<file path="src/ict_pkg.sv">
// Shared constants and types of the I2C control, status and time-out block
package ict_pkg;
  // Register indices; byte address on the bus is four times the index
  localparam logic [7:0] IDX_DATA = 8'hbc;
  localparam logic [7:0] IDX_STATE = 8'hbd;
  localparam logic [7:0] IDX_RATE = 8'hbe;
  localparam logic [7:0] IDX_TOC = 8'hbf;
  localparam logic [7:0] IDX_CTRL = 8'hc0;
  localparam logic [7:0] IDX_OWN = 8'hc1;
  localparam int IDX_LSB = 2;
  localparam int IDX_MSB = 9;

  // Values after reset
  localparam logic [7:0] RST_RATE = 8'h09;

  // Field positions
  localparam int CTRL_EN = 6;
  localparam int CTRL_STA = 5;
  localparam int CTRL_STO = 4;
  localparam int CTRL_SI = 3;
  localparam int CTRL_AA = 2;
  localparam int CTRL_PX = 0;
  localparam int TOC_EN = 2;
  localparam int TOC_DIV = 1;
  localparam int TOC_FLAG = 0;
  localparam int OWN_LSB = 1;

  // Counts
  localparam int TMO_W = 14;
  localparam logic [1:0] TMO_PRE_LAST = 2'h3;
  localparam logic [3:0] BIT_LAST = 4'h7;
  localparam logic [3:0] ACK_SLOT = 4'h8;

  // Status codes
  localparam logic [7:0] ST_BUS_ERR = 8'h00;
  localparam logic [7:0] ST_START = 8'h08;
  localparam logic [7:0] ST_RSTART = 8'h10;
  localparam logic [7:0] ST_AW_ACK = 8'h18;
  localparam logic [7:0] ST_AW_NACK = 8'h20;
  localparam logic [7:0] ST_TX_ACK = 8'h28;
  localparam logic [7:0] ST_TX_NACK = 8'h30;
  localparam logic [7:0] ST_ARB_LOST = 8'h38;
  localparam logic [7:0] ST_AR_ACK = 8'h40;
  localparam logic [7:0] ST_AR_NACK = 8'h48;
  localparam logic [7:0] ST_RX_ACK = 8'h50;
  localparam logic [7:0] ST_RX_NACK = 8'h58;
  localparam logic [7:0] ST_SW_ADDR = 8'h60;
  localparam logic [7:0] ST_SRX_ACK = 8'h80;
  localparam logic [7:0] ST_SRX_NACK = 8'h88;
  localparam logic [7:0] ST_SSTOP = 8'ha0;
  localparam logic [7:0] ST_SR_ADDR = 8'ha8;
  localparam logic [7:0] ST_STX_ACK = 8'hb8;
  localparam logic [7:0] ST_STX_NACK = 8'hc0;
  localparam logic [7:0] ST_STX_LAST = 8'hc8;
  localparam logic [7:0] ST_IDLE = 8'hf8;

  typedef struct packed {
    logic lvl;
    logic rise;
    logic fall;
  } ict_line_s;

  typedef enum logic [2:0] {S_IDLE, S_MSTART, S_MBIT, S_MSTOP, S_SBIT, S_HOLD} ict_state_e;

  typedef struct packed {
    logic ack;
    logic [7:0] rdat;
    ict_state_e st;
    logic [4:0] stat;
    logic si;
    logic start_request;
    logic stop_request;
    logic aa;
    logic en;
    logic px;
    logic [7:0] rate;
    logic toen;
    logic todiv;
    logic tof;
    logic [7:0] data;
    logic [6:0] own;
    logic mst;
    logic rd;
    logic addr_ph;
    logic moved;
    logic busy;
    logic addressed;
    logic ackd;
    logic scl_lo;
    logic sda_lo;
    logic [3:0] bitcnt;
    logic [1:0] ph;
    logic [7:0] tick;
  } ict_core_s;

  localparam ict_core_s CORE_RST = '{st: S_IDLE, stat: ST_IDLE[7:3], rate: RST_RATE,
                                     default: '0};
endpackage

</file>
<file path="src/ict_sync.sv">
// Two-stage line synchroniser with edge detection
`timescale 1ns/1ns
module ict_sync (
  input wire logic clk_in,
  input wire logic rst_in,
  input wire logic ce_in,
  input wire logic pin_in,
  output ict_pkg::ict_line_s line_out
);
  typedef struct packed {
    logic s1;
    logic s2;
    logic s3;
  } ict_sync_s;

  ict_sync_s q;
  ict_sync_s n;

  ////////////////////////////////////////////////////////////////////////
  always_comb
  begin
    n = q;
    n.s1 = pin_in;
    n.s2 = q.s1;
    n.s3 = q.s2;
  end

  // Idle bus is high, so reset to high avoids a false edge
  always_ff @(posedge clk_in)
  begin
    if (rst_in)
      q <= '1;
    else if (ce_in)
      q <= n;
  end

  assign line_out.lvl = q.s2;
  assign line_out.rise = q.s2 & ~q.s3;
  assign line_out.fall = ~q.s2 & q.s3;
endmodule

</file>
<file path="src/ict_tmo.sv">
// Bus time-out counter with divide-by-four prescaler
`timescale 1ns/1ns
module ict_tmo #(
  parameter int WIDTH = ict_pkg::TMO_W
) (
  input wire logic clk_in,
  input wire logic rst_in,
  input wire logic ce_in,
  input wire logic en_in,
  input wire logic div4_in,
  input wire logic clr_in,
  output logic ovf_out
);
  typedef struct packed {
    logic [1:0] pre;
    logic [WIDTH-1:0] cnt;
    logic ovf;
  } ict_tmo_s;

  ict_tmo_s q;
  ict_tmo_s n;

  ////////////////////////////////////////////////////////////////////////
  always_comb
  begin
    n = q;
    n.ovf = 1'b0;
    if (!en_in || clr_in)
    begin
      n.pre = '0;
      n.cnt = '0;
    end
    else
    begin
      n.pre = q.pre + 2'h1;
      if (!div4_in || q.pre == ict_pkg::TMO_PRE_LAST)
      begin
        n.cnt = q.cnt + 1'b1;
        n.ovf = &q.cnt;
      end
    end
  end

  always_ff @(posedge clk_in)
  begin
    if (rst_in)
      q <= '0;
    else if (ce_in)
      q <= n;
  end

  assign ovf_out = q.ovf;
endmodule

</file>
<file path="src/ict_ctrl.sv">
// I2C controller: Wishbone registers, master and slave engine, time-out
// Summary of operation
// - Status register upper five bits hold one of twenty-seven state codes; this block defines twenty-one.
// - Idle code F8 means nothing to report; service flag stays clear; reset value.
// - Entering any other state sets the service flag and requests service.
// - Status register low three bits always read zero.
// - Master bus clock is system clock over four times divider plus one; this block takes five times divider plus one.
// - Slave mode ignores divider and follows the master's clock.
// - Enabled 14-bit time-out counter overflow sets sticky flag, software clears.
// - Prescale bit picks counter clock: system clock, or divided by four.
// - Start request on free bus issues START; busy bus waits for STOP first.
// - Start request as master after a byte gives a repeated START.
// - Stop request in master mode sends STOP; cleared when STOP seen on bus.
// - Stop request in bus-error state recovers without driving STOP.
// - Start and stop together as master give STOP then START.
// - Service flag set holds clock low; only software clears it, then resume. Bus error, lost arbitration and slave STOP leave it released.
// - After flag clear, next action follows control bits set beforehand.
// - Acknowledge enable drives ACK low as receiver or addressed slave, else NACK.
// - Data register is not changed by hardware while service flag is set.
//
// The Wishbone register port was left to the implementer.
`timescale 1ns/1ns
module ict_ctrl #(
  parameter int ADR_W = 12
) (
  input wire logic MCLK_IN,
  input wire logic RST_IN,
  input wire logic CE_IN,
  input wire logic WB_CYC_IN,
  input wire logic WB_STB_IN,
  input wire logic WB_WE_IN,
  input wire logic [ADR_W-1:0] WB_ADR_IN,
  input wire logic [3:0] WB_SEL_IN,
  input wire logic [31:0] WB_DAT_IN,
  output logic [31:0] WB_DAT_OUT,
  output logic WB_ACK_OUT,
  input wire logic SCL_IN,
  output logic SCL_OUT,
  output logic SCL_OE_OUT,
  input wire logic SDA_IN,
  output logic SDA_OUT,
  output logic SDA_OE_OUT
);
  ict_pkg::ict_core_s q;
  ict_pkg::ict_core_s n;
  ict_pkg::ict_line_s scl;
  ict_pkg::ict_line_s sda;
  logic tmo_ovf;
  logic [7:0] idx;
  logic [7:0] wd;
  logic hit;
  logic req;
  logic wr;
  logic hw_si;
  logic qtick;
  logic start_det;
  logic stop_det;
  logic tx;
  logic [7:0] rd_val;

  function automatic logic [4:0] sc(input logic [7:0] code);
    return code[7:3];
  endfunction

  ////////////////////////////////////////////////////////////////////////
  ict_sync u_scl_sync (
    .clk_in(MCLK_IN),
    .rst_in(RST_IN),
    .ce_in(CE_IN),
    .pin_in(SCL_IN),
    .line_out(scl)
  );

  ict_sync u_sda_sync (
    .clk_in(MCLK_IN),
    .rst_in(RST_IN),
    .ce_in(CE_IN),
    .pin_in(SDA_IN),
    .line_out(sda)
  );

  // Runs only while a transfer is under way; any clock edge restarts it
  ict_tmo #(
    .WIDTH(ict_pkg::TMO_W)
  ) u_tmo (
    .clk_in(MCLK_IN),
    .rst_in(RST_IN),
    .ce_in(CE_IN),
    .en_in(q.toen & q.en & (q.st != ict_pkg::S_IDLE)),
    .div4_in(q.todiv),
    .clr_in(scl.rise | scl.fall),
    .ovf_out(tmo_ovf)
  );

  ////////////////////////////////////////////////////////////////////////
  always_comb
  begin
    n = q;
    hw_si = 1'b0;
    qtick = 1'b0;
    idx = WB_ADR_IN[ict_pkg::IDX_MSB:ict_pkg::IDX_LSB];
    wd = WB_DAT_IN[7:0];
    hit = (WB_ADR_IN[ADR_W-1:ict_pkg::IDX_MSB+1] == '0) &&
          (idx >= ict_pkg::IDX_DATA) && (idx <= ict_pkg::IDX_OWN);
    req = WB_CYC_IN & WB_STB_IN;
    wr = req & WB_WE_IN & q.ack & WB_SEL_IN[0] & hit;
    start_det = scl.lvl & sda.fall;
    stop_det = scl.lvl & sda.rise;
    tx = q.addr_ph | ~q.rd;
    case (idx)
      ict_pkg::IDX_DATA: rd_val = q.data;
      ict_pkg::IDX_STATE: rd_val = {q.stat, 3'h0};
      ict_pkg::IDX_RATE: rd_val = q.rate;
      ict_pkg::IDX_TOC: rd_val = {5'h00, q.toen, q.todiv, q.tof};
      ict_pkg::IDX_CTRL: rd_val = {1'b0, q.en, q.start_request, q.stop_request, q.si, q.aa, 1'b0, q.px};
      ict_pkg::IDX_OWN: rd_val = {q.own, 1'b0};
      default: rd_val = 8'h00;
    endcase

    // Bus slave: answer one cycle after the request, unmapped reads give zero
    n.ack = req & ~q.ack;
    if (req & ~q.ack)
      n.rdat = hit ? rd_val : 8'h00;

    // Bus line watch
    if (start_det)
      n.busy = 1'b1;
    if (stop_det)
    begin
      n.busy = 1'b0;
      n.stop_request = 1'b0;
    end

    if (wr)
    begin
      case (idx)
        ict_pkg::IDX_DATA: n.data = wd;
        ict_pkg::IDX_RATE: n.rate = wd;
        ict_pkg::IDX_TOC:
        begin
          n.toen = wd[ict_pkg::TOC_EN];
          n.todiv = wd[ict_pkg::TOC_DIV];
        end
        ict_pkg::IDX_CTRL:
        begin
          n.en = wd[ict_pkg::CTRL_EN];
          n.start_request = wd[ict_pkg::CTRL_STA];
          n.stop_request = wd[ict_pkg::CTRL_STO];
          n.aa = wd[ict_pkg::CTRL_AA];
          n.px = wd[ict_pkg::CTRL_PX];
        end
        ict_pkg::IDX_OWN: n.own = wd[7:ict_pkg::OWN_LSB];
        default: n.own = q.own;
      endcase
    end

    // Quarter-bit tick: rate+1 cycles, five per bit as the clock release is seen a tick late
    if (q.tick >= q.rate)
    begin
      n.tick = 8'h00;
      qtick = 1'b1;
    end
    else
      n.tick = q.tick + 8'h01;

    ////////////////////////////////////////////////////////////////////////
    case (q.st)
      ict_pkg::S_IDLE:
      begin
        n.scl_lo = 1'b0;
        n.sda_lo = 1'b0;
        n.mst = 1'b0;
        n.addressed = 1'b0;
        if (q.en && q.start_request && !q.busy)
        begin
          n.st = ict_pkg::S_MSTART;
          n.ph = 2'h0;
          n.moved = 1'b0;
        end
        else if (q.en && q.aa && start_det)
        begin
          n.st = ict_pkg::S_SBIT;
          n.bitcnt = 4'h0;
          n.addr_ph = 1'b1;
        end
      end
      ict_pkg::S_MSTART:
      begin
        if (qtick)
        begin
          case (q.ph)
            2'h0:
            begin
              n.sda_lo = 1'b0;
              n.ph = 2'h1;
            end
            2'h1:
            begin
              n.scl_lo = 1'b0;
              if (scl.lvl && sda.lvl)
                n.ph = 2'h2;
            end
            2'h2:
            begin
              n.sda_lo = 1'b1;
              n.ph = 2'h3;
            end
            default:
            begin
              n.scl_lo = 1'b1;
              n.stat = q.moved ? sc(ict_pkg::ST_RSTART) : sc(ict_pkg::ST_START);
              hw_si = 1'b1;
              n.mst = 1'b1;
              n.addr_ph = 1'b1;
              n.moved = 1'b0;
              n.st = ict_pkg::S_HOLD;
            end
          endcase
        end
      end
      ict_pkg::S_MBIT:
      begin
        if (start_det || stop_det)
        begin
          // A condition in mid-byte that this end did not make
          n.stat = sc(ict_pkg::ST_BUS_ERR);
          hw_si = 1'b1;
          n.mst = 1'b0;
          n.scl_lo = 1'b0;
          n.sda_lo = 1'b0;
          n.st = ict_pkg::S_HOLD;
        end
        else if (qtick)
        begin
          case (q.ph)
            2'h0:
            begin
              if (q.bitcnt < ict_pkg::ACK_SLOT)
                n.sda_lo = tx & ~q.data[7];
              else
                n.sda_lo = ~tx & q.aa;
              n.ph = 2'h1;
            end
            2'h1:
            begin
              n.scl_lo = 1'b0;
              if (scl.lvl) // Waits out a slave stretching the clock
                n.ph = 2'h2;
            end
            2'h2:
            begin
              n.ph = 2'h3;
              if (q.bitcnt < ict_pkg::ACK_SLOT)
                n.data = {q.data[6:0], sda.lvl};
              else
                n.ackd = ~sda.lvl;
              if (q.bitcnt < ict_pkg::ACK_SLOT && tx && !q.sda_lo && !sda.lvl)
              begin
                n.stat = sc(ict_pkg::ST_ARB_LOST);
                hw_si = 1'b1;
                n.mst = 1'b0;
                n.st = ict_pkg::S_HOLD;
              end
            end
            default:
            begin
              n.scl_lo = 1'b1;
              n.ph = 2'h0;
              if (q.bitcnt < ict_pkg::ACK_SLOT)
                n.bitcnt = q.bitcnt + 4'h1;
              else
              begin
                n.bitcnt = 4'h0;
                n.sda_lo = 1'b0;
                n.moved = 1'b1;
                n.addr_ph = 1'b0;
                hw_si = 1'b1;
                n.st = ict_pkg::S_HOLD;
                if (q.addr_ph)
                begin
                  n.rd = q.data[0];
                  if (q.data[0])
                    n.stat = q.ackd ? sc(ict_pkg::ST_AR_ACK) : sc(ict_pkg::ST_AR_NACK);
                  else
                    n.stat = q.ackd ? sc(ict_pkg::ST_AW_ACK) : sc(ict_pkg::ST_AW_NACK);
                end
                else if (!q.rd)
                  n.stat = q.ackd ? sc(ict_pkg::ST_TX_ACK) : sc(ict_pkg::ST_TX_NACK);
                else
                  n.stat = q.sda_lo ? sc(ict_pkg::ST_RX_ACK) : sc(ict_pkg::ST_RX_NACK);
              end
            end
          endcase
        end
      end
      ict_pkg::S_MSTOP:
      begin
        if (qtick)
        begin
          case (q.ph)
            2'h0:
            begin
              n.sda_lo = 1'b1;
              n.ph = 2'h1;
            end
            2'h1:
            begin
              n.scl_lo = 1'b0;
              if (scl.lvl)
                n.ph = 2'h2;
            end
            2'h2:
            begin
              n.sda_lo = 1'b0;
              n.ph = 2'h3;
            end
            default:
            begin
              // A start request still set restarts from idle once the bus frees
              n.mst = 1'b0;
              n.stat = sc(ict_pkg::ST_IDLE);
              n.st = ict_pkg::S_IDLE;
            end
          endcase
        end
      end
      ict_pkg::S_SBIT:
      begin
        // Slave follows the master's edges only; the divider plays no part
        if (start_det || stop_det)
        begin
          n.sda_lo = 1'b0;
          n.bitcnt = 4'h0;
          n.addr_ph = 1'b1;
          n.addressed = 1'b0;
          if (q.addressed)
          begin
            n.stat = sc(ict_pkg::ST_SSTOP);
            hw_si = 1'b1;
          end
          if (stop_det)
            n.st = q.addressed ? ict_pkg::S_HOLD : ict_pkg::S_IDLE;
        end
        else if (scl.rise)
        begin
          if (q.bitcnt < ict_pkg::ACK_SLOT)
            n.data = {q.data[6:0], sda.lvl};
          else
            n.ackd = ~sda.lvl;
        end
        else if (scl.fall)
        begin
          if (q.bitcnt < ict_pkg::BIT_LAST)
          begin
            n.bitcnt = q.bitcnt + 4'h1;
            n.sda_lo = q.addressed & q.rd & ~q.addr_ph & ~q.data[7];
          end
          else if (q.bitcnt == ict_pkg::BIT_LAST)
          begin
            n.bitcnt = ict_pkg::ACK_SLOT;
            if (q.addr_ph)
            begin
              if (q.data[7:1] == q.own && q.aa)
              begin
                n.addressed = 1'b1;
                n.rd = q.data[0];
                n.sda_lo = 1'b1;
              end
              else
              begin
                n.sda_lo = 1'b0;
                n.st = ict_pkg::S_IDLE;
              end
            end
            else
              n.sda_lo = ~q.rd & q.aa;
          end
          else
          begin
            n.bitcnt = 4'h0;
            n.sda_lo = 1'b0;
            n.scl_lo = 1'b1;
            n.addr_ph = 1'b0;
            hw_si = 1'b1;
            n.st = ict_pkg::S_HOLD;
            if (q.addr_ph)
              n.stat = q.rd ? sc(ict_pkg::ST_SR_ADDR) : sc(ict_pkg::ST_SW_ADDR);
            else if (q.rd)
            begin
              if (!q.ackd)
                n.stat = sc(ict_pkg::ST_STX_NACK);
              else
                n.stat = q.aa ? sc(ict_pkg::ST_STX_ACK) : sc(ict_pkg::ST_STX_LAST);
              n.addressed = q.ackd & q.aa;
            end
            else
            begin
              n.stat = q.sda_lo ? sc(ict_pkg::ST_SRX_ACK) : sc(ict_pkg::ST_SRX_NACK);
              n.addressed = q.sda_lo;
            end
          end
        end
      end
      ict_pkg::S_HOLD:
      begin
        // Clock stays low here until software clears the service flag; bus error, lost arbitration and slave STOP leave it released
        if (q.stat == sc(ict_pkg::ST_BUS_ERR))
        begin
          if (q.stop_request)
          begin
            n.stop_request = 1'b0;
            n.stat = sc(ict_pkg::ST_IDLE);
            n.st = ict_pkg::S_IDLE;
          end
        end
        else if (!q.si)
        begin
          n.ph = 2'h0;
          n.bitcnt = 4'h0;
          if (q.mst && q.stop_request)
            n.st = ict_pkg::S_MSTOP;
          else if (q.mst && q.start_request && q.moved)
            n.st = ict_pkg::S_MSTART;
          else if (q.mst)
            n.st = ict_pkg::S_MBIT;
          else if (q.addressed)
          begin
            n.st = ict_pkg::S_SBIT;
            n.scl_lo = 1'b0;
            n.sda_lo = q.rd & ~q.data[7];
          end
          else
          begin
            n.stat = sc(ict_pkg::ST_IDLE);
            n.st = ict_pkg::S_IDLE;
          end
        end
      end
      default: n.st = ict_pkg::S_IDLE;
    endcase

    if (!q.en)
    begin
      n.st = ict_pkg::S_IDLE;
      n.stat = sc(ict_pkg::ST_IDLE);
      n.scl_lo = 1'b0;
      n.sda_lo = 1'b0;
      n.mst = 1'b0;
      n.addressed = 1'b0;
    end

    // Hardware set wins over a software clear in the same cycle
    n.si = hw_si | (q.si & ~(wr & (idx == ict_pkg::IDX_CTRL) & ~wd[ict_pkg::CTRL_SI]));
    if (n.stat == sc(ict_pkg::ST_IDLE))
      n.si = 1'b0;
    n.tof = tmo_ovf | (q.tof & ~(wr & (idx == ict_pkg::IDX_TOC) & ~wd[ict_pkg::TOC_FLAG]));
    // Data register only shifts in the bit engines, never while the flag is up
    if (q.si && !wr)
      n.data = q.data;
  end

  always_ff @(posedge MCLK_IN)
  begin
    if (RST_IN)
      q <= ict_pkg::CORE_RST;
    else if (CE_IN)
      q <= n;
  end

  ////////////////////////////////////////////////////////////////////////
  // Open-drain pins: only ever pull low
  assign SCL_OUT = 1'b0;
  assign SDA_OUT = 1'b0;
  assign SCL_OE_OUT = q.scl_lo;
  assign SDA_OE_OUT = q.sda_lo;
  assign WB_ACK_OUT = q.ack;
  assign WB_DAT_OUT = {24'h00_0000, q.rdat};
endmodule

</file>
<file path="config.mk">
export PLATFORM = sky130hd
export DESIGN_NAME = ict_ctrl
export DESIGN_NICKNAME = d
export VERILOG_FILES = /design/src/ict_pkg.sv /design/src/ict_sync.sv /design/src/ict_tmo.sv /design/src/ict_ctrl.sv
export SDC_FILE = /design/constraint.sdc
export NUM_CORES = 1
export LEC_CHECK = 0
export ABC_AREA = 1
export BUFFER_PORTS_ARGS = -buffer_cell sky130_fd_sc_hd__buf_2
export CAP_MARGIN = 20
export CORE_AREA = 2 2 117 119
export DETAILED_ROUTE_END_ITERATION = 8
export DIE_AREA = 0 0 119 121
export PLACE_DENSITY = 0.82
export REMOVE_ABC_BUFFERS = 1
export SETUP_SLACK_MARGIN = 0.3
export SYNTH_ARGS = -nofsm -noshare
export SYNTH_HDL_FRONTEND = slang
export SYNTH_SLANG_ARGS = --single-unit
</file>
<file path="constraint.sdc">
create_clock -name MCLK_IN -period 2.04 [get_ports MCLK_IN]
set_input_delay 0.204 -clock MCLK_IN [delete_from_list [all_inputs] [get_ports MCLK_IN]]
set_output_delay 0.204 -clock MCLK_IN [all_outputs]
set_load 0.05 [all_outputs]
</file>
# Yosys cells after proc, flatten, opt, wreduce, memory -nomap -nowiden
# Cells that the tools add are included.
dict set report op_classes {
  n_bitwise 46
  n_reduce_logical 60
  add_sub_neg 4
  eq_ne 86
  magnitude_cmp 5
  mux 183
}
# operator count
set ops {}
lappend ops {{2-to-1 mux 8 bit} 28}
lappend ops {{2-to-1 mux 1 bit} 63}
lappend ops {{2-to-1 mux 5 bit} 12}
lappend ops {{inequality test 3 bit (second input constant)} 20}
lappend ops {{equality test 8 bit (second input constant)} 6}
lappend ops {{case mux 8 bit (6 select lines)} 1}
lappend ops {{2-to-1 mux 3 bit} 15}
lappend ops {{2-to-1 mux 2 bit} 22}
lappend ops {{2-to-1 mux 4 bit} 11}
lappend ops {{inequality test 4 bit (second input constant)} 11}
lappend ops {{inequality test 2 bit (second input constant)} 21}
lappend ops {{AND reduction 14 bit} 3}
lappend ops {{AND reduction 17 bit} 2}
lappend ops {{case mux 8 bit (2 select lines)} 2}
lappend ops {{2-to-1 mux 15 bit} 2}
lappend ops {{bitwise AND 1 bit} 28}
lappend ops {{inequality test 5 bit (second input constant)} 5}
lappend ops {{case mux 5 bit (5 select lines)} 1}
lappend ops {{2-to-1 mux 6 bit} 3}
lappend ops {{case mux 2 bit (3 select lines)} 3}
lappend ops {{case mux 3 bit (6 select lines)} 1}
lappend ops {{AND reduction 18 bit} 1}
lappend ops {{AND reduction 9 bit} 2}
lappend ops {{2-to-1 mux 16 bit} 1}
lappend ops {{other kinds (55)} 120}
dict set report word_totals {
  word_cells 421
  register_bits 95
}

# Longest topological paths before layout
# Gate-level depths: netlist of the first run.
dict set report logic_depth {
  word_depth 13
  mapped_depth 20
  depth_no_buf 19
}

# Hierarchy
# From an unflattened synthesis of the first run, not the netlist that was laid out.
dict set report unflattened {
  hier_cells 1080
  hier_area_um2 6957.9
}
# module cells_per_inst instances area_each_um2
set modules_own_cells {}
lappend modules_own_cells {ict_ctrl 900 1 5769.3}
lappend modules_own_cells {ict_tmo 142 1 933.4}
lappend modules_own_cells {ict_sync 19 2 127.6}

# Least setup slack after synthesis of the first run
# No wires, ideal clock.
dict set report synth_timing {
  path_type {reg2reg}
  startpoint {register q[48] (netlist bit)}
  endpoint {register q[60] (netlist bit)}
  path_slack_ns 0.061
  setup_time_ns 0.132
  t_arrival_ns 1.847
  stages_incl_launch_ff 15
  period_less_slack_ns 1.979
  path_buffers 1
  cell_sequence {dfxtp_1 -> inv_1 -> ha_1 -> a21o_1 -> nor2_2 -> nand3_1 -> buf_2 -> nand2_1 -> nor2_1 -> nor3_1 -> nand3_1 -> nand2_1 -> inv_1 -> nand2_1 -> a21oi_1}
}
dict set report synth_between {
  elab_chain_len 4
  word_cells_on_any_way 6
  classes_between {order compare (1); eq/ne (3); mux (1); reduce/logical (1)}
}
# item line_no
set synth_lines {}
lappend synth_lines {{start, declared} ict_ctrl.sv:44} ;# ict_pkg::ict_core_s q;
lappend synth_lines {{start signal, assigned} ict_ctrl.sv:465} ;# q <= ict_pkg::CORE_RST;
lappend synth_lines {{start signal, assigned} ict_ctrl.sv:467} ;# q <= n;
lappend synth_lines {{greater-or-equal comparator 8 bit (*)} ict_ctrl.sv:158} ;# if (q.tick >= q.rate)
lappend synth_lines {{2-to-1 mux 1 bit (*)} ict_ctrl.sv:158}
lappend synth_lines {{inequality test 4 bit (no source line) or inequality test 3 bit (tied branches)} n/a}
lappend synth_lines {{AND reduction 18 bit (no source line) (*)} n/a}
# Mark *: on every way between the ends. The rest lies on a longest branch, timed or not.
# A chain may end at the register's enable or synchronous reset.

# Worst setup path in the final report of the first run
dict set report layout_timing {
  startpoint {register q[44] (netlist bit)}
  endpoint {register q[54] (netlist bit)}
}
dict set report layout_between {
  elab_chain_len 8
  word_cells_on_any_way 15
  classes_between {order compare (1); eq/ne (1); mux (12); bitwise (1)}
}
# item line_no
set layout_lines {}
lappend layout_lines {{greater-or-equal comparator 8 bit (*)} ict_ctrl.sv:158}
lappend layout_lines {{2-to-1 mux 1 bit (*)} ict_ctrl.sv:158}
lappend layout_lines {{2-to-1 mux 8 bit} ict_ctrl.sv:233} ;# else if (qtick)
lappend layout_lines {{2-to-1 mux 8 bit} ict_ctrl.sv:223} ;# if (start_det || stop_det)
lappend layout_lines {{case mux 5 bit (5 select lines)} ict_ctrl.sv:167} ;# case (q.st)
lappend layout_lines {{2-to-1 mux 8 bit} ict_ctrl.sv:442} ;# if (!q.en)
lappend layout_lines {{equality test 5 bit} ict_ctrl.sv:454} ;# if (n.stat == sc(ict_pkg::ST_IDLE))
lappend layout_lines {{2-to-1 mux 1 bit (*)} ict_ctrl.sv:454}
# Mark *: on every way between the ends. The rest lies on a longest branch, timed or not. The select of a mux whose other input is x is not followed.

==> results of run 1 <==
## what timing repair did
item / CTS / global route
pin swaps: 46 / 59
setup endpoints to repair: 64 / 73
resized for setup: 157 / 136
gates cloned: 0 / 0
buffers inserted: 13 / 27
hold buffers: 0 / 0
## Yosys cell counts (4+ instances only)
cell type  count  area, µm²
nand2_1      233        875
inv_1        122        458
nor2_1       108        405
dfxtp_1       95       1900
a21oi_1       93        465
o21ai_0       86        430
nand3_1       65        325
buf_4         37        278
ha_1          22        275
clkbuf_1      16       60.1
nand4_1       15       93.8
inv_2         14       52.6
nor3_1        12       60.1
nor2_2        10       62.6
o211ai_1      10       75.1
a31oi_1        8       50.1
nor2_4         8       90.1
xnor2_1        8       70.1
o22ai_1        7       43.8
nand3_2        6       60.1
o21ai_1        6       30.0
o221ai_1       6       52.6
buf_2          5       25.0
nand3b_1       5       37.5
nand4_2        5       62.6
xor2_1         5       43.8
a211oi_1       4       30.0
nand2_4        4       45.0
nor4_1         4       25.0
o31ai_1        4       30.0
## metal layers
metal	track usage [%]	part of all wire (%)	vias up
li1	-	-	3841
met1	42.9	38	3783
met2	55.0	46	649
met3	4.79	11	157
met4	19.0	5.8	0
met5	0	0	-
## metrics by stage
stage,hold WS (ns),setup slack (ns),setup TNS [ns]
final,0.0608,-0.117,-0.652
after global routing,0.0756,-0.203,-1.98
after CTS,0.0558,0.0128,0
after detailed placement,0.422,-0.168,-2.05
after global placement,0.416,-0.146,-1.35
after floorplan,0.273,-0.0910,-0.373
## kinds of logic (layout without fill, tap and decap cells)
group / after synthesis / in the layout / synth area share [%]
AO/OA/AOI/OAI: 248 / 248 / 20.9
other: 1 / 26 / 0.0545
flip-flops: 95 / 95 / 27.6
buffers and inverters: 200 / 351 / 13.2
XOR/XNOR: 13 / 13 / 1.65
AND/OR/NAND/NOR: 484 / 484 / 32.5
adder cells (fa/ha/maj): 22 / 22 / 4.00
## critical path, delay by kind of cell, from the launching register on
family                   cells  cell delay [ns]
buffers and inverters        3             0.25
AO/OA/AOI/OAI                1             0.06
flip-flops                   1             0.35
AND/OR/NAND/NOR             13             1.08
adder cells (fa/ha/maj)      1             0.29
## layout make-up
| class | instances | area [µm²] | area share (%) |
|---|---|---|---|
| clock inverter | 7 | 78.8 | 0.827 |
| inverter | 139 | 548 | 5.75 |
| sequential | 95 | 1950 | 20.5 |
| multi-input combinational | 793 | 5000 | 52.5 |
| tap | 176 | 220 | 2.31 |
| timing repair buffer | 196 | 1510 | 15.8 |
| clock buffer | 9 | 225 | 2.36 |
## power breakdown
group | leakage [nW] | switching [W] | internal, W
Combinational | 3.11 | 0.000441 | 0.000211
Clock | 0.148 | 0.000891 | 0.000870
Sequential | 0.783 | 0.0000313 | 0.00188
## worst max path at each step
| stage | endpoint | start | cells after the start |
|---|---|---|---|
| 6_report | q[54] | q[44] | 18 |
| 3_3_place_gp | q[31] | q[44] | 15 |
| 4_1_cts | q[62] | q[8] | 14 |
| 3_5_place_dp | q[31] | q[44] | 15 |
| 5_1_grt | q[59] | q[44] | 17 |
| 2_1_floorplan | q[9] | q[50] | 9 |
==> impl_metrics.ini, run 1 <==
[worst_hold_path]
hold_end = u_sda_sync.n[1]
whs_path_depth = 3
min_path_type = in2reg
min_from = SDA_IN

[routing]
first_iter_violations = 888
first_pass_iters = 7
wl_per_cell_um = 18.6
vias = 8430
wl_um = 26300
vias_per_cell = 5.96
postRouteAntennaNets = 0
drc = 0

[clocking]
path_clk_slew_ns = 0.07
cts_sinks = 95
numCtsBuffers = 9
clockBufferDepth = 2
clock_latency_ns = 0.36
cts_tree = built
root_buffer = clkbuf_16
h-tree-depth = 3

[worst_setup_path]
worst_setup_path_start_kind = flip-flop
slowest_delay_ns = 0.35
reg2reg_to = q[54]
criticalPathCategory = reg2reg
worstPathRequired_ns = 2.26
rr_worst_depth = 18
crit_slowest_cell = dfxtp_2
critPathArrivalTime_ns = 2.38
cp_cell_sequence = inv_2 > ha_4 > nand2_4 > inv_2 > nand2_2 > nand2_2 > nand2_4 > nand3_4 > buf_6 > nand4_1 > nand2_1 > nor2_1 > nand2_1 > nand2_1 > nor2_2 > nand2_1 > nand2_1 > a21oi_1
r2r_setup_slack_ns = -0.12
cpMostUsedCell = nand2_1
crit_fanout = 5
end_kind = flip-flop
timing.rr.start = q[44]

[floorplan]
initial_core_util_pct = 52.6
die_h_um = 121
ios = 93
rows = 42
die_area_mm2 = 0.0144
die_w_um = 119
coreArea_mm2 = 0.0131

[logic_synthesis]
synth_area_mm2 = 0.00688
synth_flop_cell = dfxtp_1
synth_edf_count = 0
async_flop_share_pct = 0
syn_area_per_cell_um2 = 6.47
synthCells = 1063
synth_warnings = 0
ys_seq_elements = 95
synthDistinctLibCells = 58
ys_seq_area_share_pct = 27.6

[run_status]
failed_checks = setup timing
run_status = complete, but fails checks

[layout]
utilization_pct = 72.9
final_cell_mix = nand2_1 (191), buf_4 (132), inv_1 (100)
drive_above_1_share_pct = 36.6
final_common_cell = nand2_1
stdcell_count = 1415
fill_cells = 957
n_antenna_cell = 0
top_register = q
finalNetCount = 1312
final_area_mm2 = 0.00954
area_growth_pct = 38.6
largest_register_ffs = 61

[sta]
grt_setup_unrepaired = yes
hold_violations = 0
fmax_mhz = 464
finalCritPeriodShare_pct = 106
relSlewSlack_pct = 58.2
drv_slew = 0
finalCriticalPeriod_ns = 2.16
setup-violations-final = 11
worstMarginPinSlew_ns = 0.626
finClkSkew_ns = 0.00988
final.setup.worst_slack_ns = -0.117

[grt]
grt_overflow = 0
grt_start_max_net_pins = 38
grt_pass1_wl_um = 38400
antenna_found_initial = 0
grt_usage_pct = 33.7
grt_pass1_vias = 7462

[placement]
globalplace.congestion = 1.01
port_buffers = 37
place_inst = 1359
placed_cell_area_mm2 = 0.00792
dp_hpwl_um = 17500

[power]
powerDensity_mw_per_mm2 = 453
vdd_ir_drop_max_uv = 723
leakage_nw = 4.04
power_w = 0.00432

[run]
cap_viol_max_count = 0
No activity file was read; power rests on OpenSTA's default activity.
==> run 2, diff against run 1 <==
- ABC_AREA: 1 -> not set
- CORE_AREA: 2 2 117 119 -> 2 2 115 117
- DIE_AREA: 0 0 119 121 -> 0 0 117 119
- GPL_ROUTABILITY_DRIVEN: not set -> 0
- PLACE_DENSITY: 0.82 -> 0.81
==> impl_metrics.ini, run 2 <==
[routing]
vias = 8027
wl_per_cell_um = 21.8
postRouteAntennaNets = 0
vias_per_cell = 6.60
first_iter_violations = 1551
wl_um = 26500
drc = 1
first_pass_iters = 9

[logic_synthesis]
yosysMostFrequentCell = nor2_1
yosys.area.top_type = dfxtp_1
synth_area_mm2 = 0.00655
syn_area_per_cell_um2 = 7.76
async_flop_share_pct = 0
synth_common_cells = nor2_1 (103), dfxtp_1 (95), nand2_1 (82)
ys_seq_area_share_pct = 29.0
synthDistinctLibCells = 83
synth_flop_cell = dfxtp_1
synth_warnings = 0
synth_edf_count = 0
synth_top_area_share_pct = 29.0
ys_top_cells_by_area = dfxtp_1 (29%), mux2i_1 (7.0%), nor2_1 (5.9%), nand2_1 (4.7%), ha_1 (4.2%)
synthCells = 844
ys_seq_elements = 95

[layout]
utilization_pct = 71.7
n_antenna_cell = 0
top_register = q
area_growth_pct = 41.0
final_area_mm2 = 0.00923
final_common_cell = buf_4
drive_above_1_share_pct = 38.1
stdcell_count = 1216
final_cell_mix = buf_4 (173), nor2_1 (92), nand2_1 (77)
finalNetCount = 1113
largest_register_ffs = 61

[sta]
finClkSkew_ns = 0.00739
relSlewSlack_pct = 61.1
finalCritPeriodShare_pct = 123
hold_violations = 0
grt_setup_unrepaired = yes
setup-violations-final = 30
finalCriticalPeriod_ns = 2.51
worstMarginPinSlew_ns = 0.575
fmax_mhz = 398
hold_slack_ns = 0.0574
final.setup.worst_slack_ns = -0.474
drv_slew = 0

[worst_hold_path]
min_from = SCL_IN
whs_path_depth = 3
hold_end = u_scl_sync.n[1]
min_path_type = in2reg

[grt]
grt_pass1_vias = 7460
grt_overflow = 0
grt_pass1_wl_um = 38300
grt_start_max_net_pins = 44
antenna_found_initial = 0
grt_usage_pct = 35.2

[worst_setup_path]
timing.rr.start = q[48]
crit_fanout = 6
r2r_setup_slack_ns = -0.47
end_kind = flip-flop
criticalPathCategory = reg2reg
rr_worst_depth = 11
worst_setup_path_start_kind = flip-flop
critPathArrivalTime_ns = 2.75
worstPathRequired_ns = 2.27
reg2reg_to = q[21]

[clocking]
holdBufCountCts = 0
root_buffer = clkbuf_16
path_clk_slew_ns = 0.08
cts_tree = built
clock_latency_ns = 0.37
cts_sinks = 95
clockBufferDepth = 2
numCtsBuffers = 9
h-tree-depth = 3

[floorplan]
die_w_um = 117
die_area_mm2 = 0.0139
die_h_um = 119
initial_core_util_pct = 50.9
rows = 42
coreArea_mm2 = 0.0129
ios = 93

[power]
powerDensity_mw_per_mm2 = 476
vdd_ir_drop_max_uv = 639
power_w = 0.00440
leakage_nw = 3.75

[placement]
placed_cell_area_mm2 = 0.00795
port_buffers = 37
dp_hpwl_um = 16200
place_inst = 1177

[run_status]
failed_checks = DRC, setup timing
run_status = complete, but fails checks

[run]
cap_viol_max_count = 0
==> run 2: changes by cell type after synthesis, moves of 11 or more <==
cell | before | now
o21ai_0 | 86 | 47
inv_1 | 122 | 27
nand2_1 | 233 | 82
nor2b_1 | 0 | 11
nand3_1 | 65 | 29
a21oi_1 | 93 | 54
clkbuf_1 | 16 | 30
a22oi_1 | 0 | 16
inv_2 | 14 | 2
mux2i_1 | 0 | 46
==> run 2: per-layer routing <==
metal,up-vias,wire length (µm),global-route usage [%]
met2,767,11900,54.3
met5,-,0,0
met4,0,2300,20.1
met1,3617,8900,42.4
met3,270,3430,11.6
li1,3373,-,-
==> run 2: kinds of logic after synthesis <==
logic type               share of synthesized area [%]
AND/OR/NAND/NOR                                   23.1
XOR/XNOR                                          3.99
AO/OA/AOI/OAI                                     23.4
adder cells (fa/ha/maj)                           4.20
other                                           0.0573
buffers and inverters                             8.87
multiplexers                                      7.38
flip-flops                                        29.0
==> run 2: area by class of cell <==
class                           instances  area [µm²]
Multi-Input combinational cell        661        4780
Fill cell                             834        3640
Sequential cell                        95        1940
Timing Repair Buffer                  238        1840
Clock buffer                            9         225
Tap cell                              176         220
Inverter                               30         115
Clock inverter                          7         113
==> run 2: stage by stage <==
stage,worst slack [ns],TNS [ns]
floorplan,-0.623,-12.99
global placement,-0.378,-8.44
detailed placement,-0.477,-11.33
CTS,-0.273,-5.23
global route,-0.519,-10.82
finish,-0.474,-9.51
==> run 2: how the worst max path moves through the flow <==
stage,start,endpoint,slack (ns),cells after the start
floorplan,WB_ACK_OUT,q[41],-0.62,7
global route,q[44],q[21],-0.52,11
CTS,q[48],q[10],-0.27,11
global placement,q[46],q[54],-0.38,10
detailed placement,q[46],q[54],-0.48,11
finish,q[48],q[21],-0.47,11
==> run 2: report_power, final <==
group	switching [W]	internal, W
Combinational	0.000358	0.000179
Clock	0.000876	0.00111
Sequential	0.0000148	0.00187
==> run 2: repair_timing <==
action,CTS,global route
resized for setup,123,72
buffers inserted,14,8
pin swaps,68,47
cloned,0,1
setup endpoints to repair,59,75
==> run 2: critical path: stages (launching register included) <==
cell      delay, ns
dfxtp_2        0.37
inv_2          0.07
ha_4           0.27
nand4_1        0.12
nor2_2         0.15
a221o_1        0.31
buf_6          0.18
o211ai_1       0.12
buf_4          0.17
nor3b_2        0.21
mux2i_1        0.31
nor2_1         0.10
==> run 3, diff against run 2 <==
- CORE_AREA: 2 2 115 117 -> 2 2 113 115
- DIE_AREA: 0 0 117 119 -> 0 0 115 117
- PLACE_DENSITY: 0.81 -> 0.8
- clock period: 2.04 -> 2.64 ns (I/O delays scaled with it)
==> impl_metrics.ini, run 3 (synthesized netlist as in run 2, its figures left out) <==
[routing]
first_iter_violations = 781
vias_per_cell = 6.38
vias = 6787
postRouteAntennaNets = 0
wl_um = 20200
drc = 0
first_pass_iters = 5
wl_per_cell_um = 19.0

[grt]
grt_pass1_wl_um = 31900
antenna_found_initial = 0
grt_usage_pct = 30.1
grt_overflow = 0
grt_pass1_vias = 6284
grt_start_max_net_pins = 43

[run_status]
run_status = completed

[clocking]
h-tree-depth = 3
path_clk_slew_ns = 0.07
numCtsBuffers = 9
cts_sinks = 95
clock_latency_ns = 0.35
clockBufferDepth = 2
root_buffer = clkbuf_16
cts_tree = built

[layout]
finalNetCount = 987
final_cell_mix = nor2_1 (95), nand2_1 (82), dfxtp_1 (81)
fill_cells = 1015
n_antenna_cell = 0
area_growth_pct = 18.2
drive_above_1_share_pct = 23.0
top_register = q
final_common_cell = nor2_1
largest_register_ffs = 61

[sta]
relSlewSlack_pct = 58.0
finalCriticalPeriod_ns = 2.50
fmax_mhz = 401
setup_tns_ns = 0
finalCritPeriodShare_pct = 94.5
worstMarginPinSlew_ns = 0.628
hold_violations = 0
finClkSkew_ns = 0.00736
grt_setup_unrepaired = yes
drv_slew = 0
setup-violations-final = 0

[worst_setup_path]
crit_slowest_cell = a221o_2
worst_setup_path_start_kind = flip-flop
criticalPathCategory = reg2reg
worstPathRequired_ns = 2.89
critPathArrivalTime_ns = 2.74
cp_cell_sequence = ha_4 > nor3b_2 > o21ai_2 > a221o_2 > a32o_1 > nand3_1 > nor2_1 > a311oi_1
worst-path-buf-inv = 0
crit_fanout = 6
end_kind = flip-flop
cp.depth = 8
critPathTopFamily = compound AO/OA/AOI/OAI gates
rr_worst_depth = 8
slowest_delay_ns = 0.44

[placement]
dp_hpwl_um = 13900
port_buffers = 37

[floorplan]
coreArea_mm2 = 0.0123
initial_core_util_pct = 53.2
ios = 93
rows = 41
die_h_um = 117
die_area_mm2 = 0.0135
die_w_um = 115

[worst_hold_path]
whs_path_depth = 3
min_path_type = in2reg

[run]
cap_viol_max_count = 0

[power]
power_w = 0.00302
vdd_ir_drop_max_uv = 388
leakage_nw = 3.00
powerDensity_mw_per_mm2 = 390
## run 3: power breakdown
part,switching [W],internal [W],total [W]
Combinational,0.000239,0.0000931,0.000332
Clock,0.000576,0.000645,0.00122
Sequential,0.0000159,0.00145,0.00146
## run 3: stage by stage
stage	hold slack (ns)	setup WS [ns]	instances	util, %	area (µm²)
5_1_grt	0.141	0.0554	1064	62.8	7740
3_3_place_gp	0.454	0.0794	1030	56.7	6990
2_1_floorplan	0.333	-0.0234	786	-	6170
3_5_place_dp	0.457	0.0187	1030	56.7	6990
4_1_cts	0.135	0.256	1056	60.7	7470
6_report	0.135	0.145	1064	62.8	7740
## run 3: worst paths after layout
| check | slack (ns) | startpoint | to |
|---|---|---|---|
| hold / removal | 0.14 | SCL_IN | u_scl_sync.n[1] |
| hold reg to reg | 0.46 | u_tmo.ovf_out | u_tmo.ovf_out |
| setup / recovery | 0.14 | q[41] | q[30] |
| setup reg to reg | 0.14 | q[41] | q[30] |
## run 3: worst reg2reg max path: stages, from the launching register on
cell and delay, ns:
dfxtp_1 0.39, ha_4 0.22, nor3b_2 0.23, o21ai_2 0.14
a221o_2 0.44, a32o_1 0.29, nand3_1 0.26, nor2_1 0.11
a311oi_1 0.31
## run 3: cell type report
type	count	area (µm²)	area share (%)
Clock buffer	12	236	3.06
Tap cell	150	188	2.43
Timing Repair Buffer	112	808	10.4
Multi-Input combinational cell	661	4440	57.4
Inverter	30	113	1.46
Clock inverter	4	31.3	0.404
Sequential cell	95	1920	24.8
## run 3: timing repair
action,CTS,global route
buffers inserted,9,8
setup endpoints to repair,28,32
resized for setup,30,62
cloned,1,0
hold buffers,0,0
pin swaps,18,32
## run 3: layer usage
layer  up-vias  part of all wire, %  global-route usage, %
met3        94                   10                   6.64
met1      3119                   39                   38.4
met4         0                  4.4                   13.6
met2       441                   46                   49.0
li1       3133                    -                      -
met5         -                    0                      0
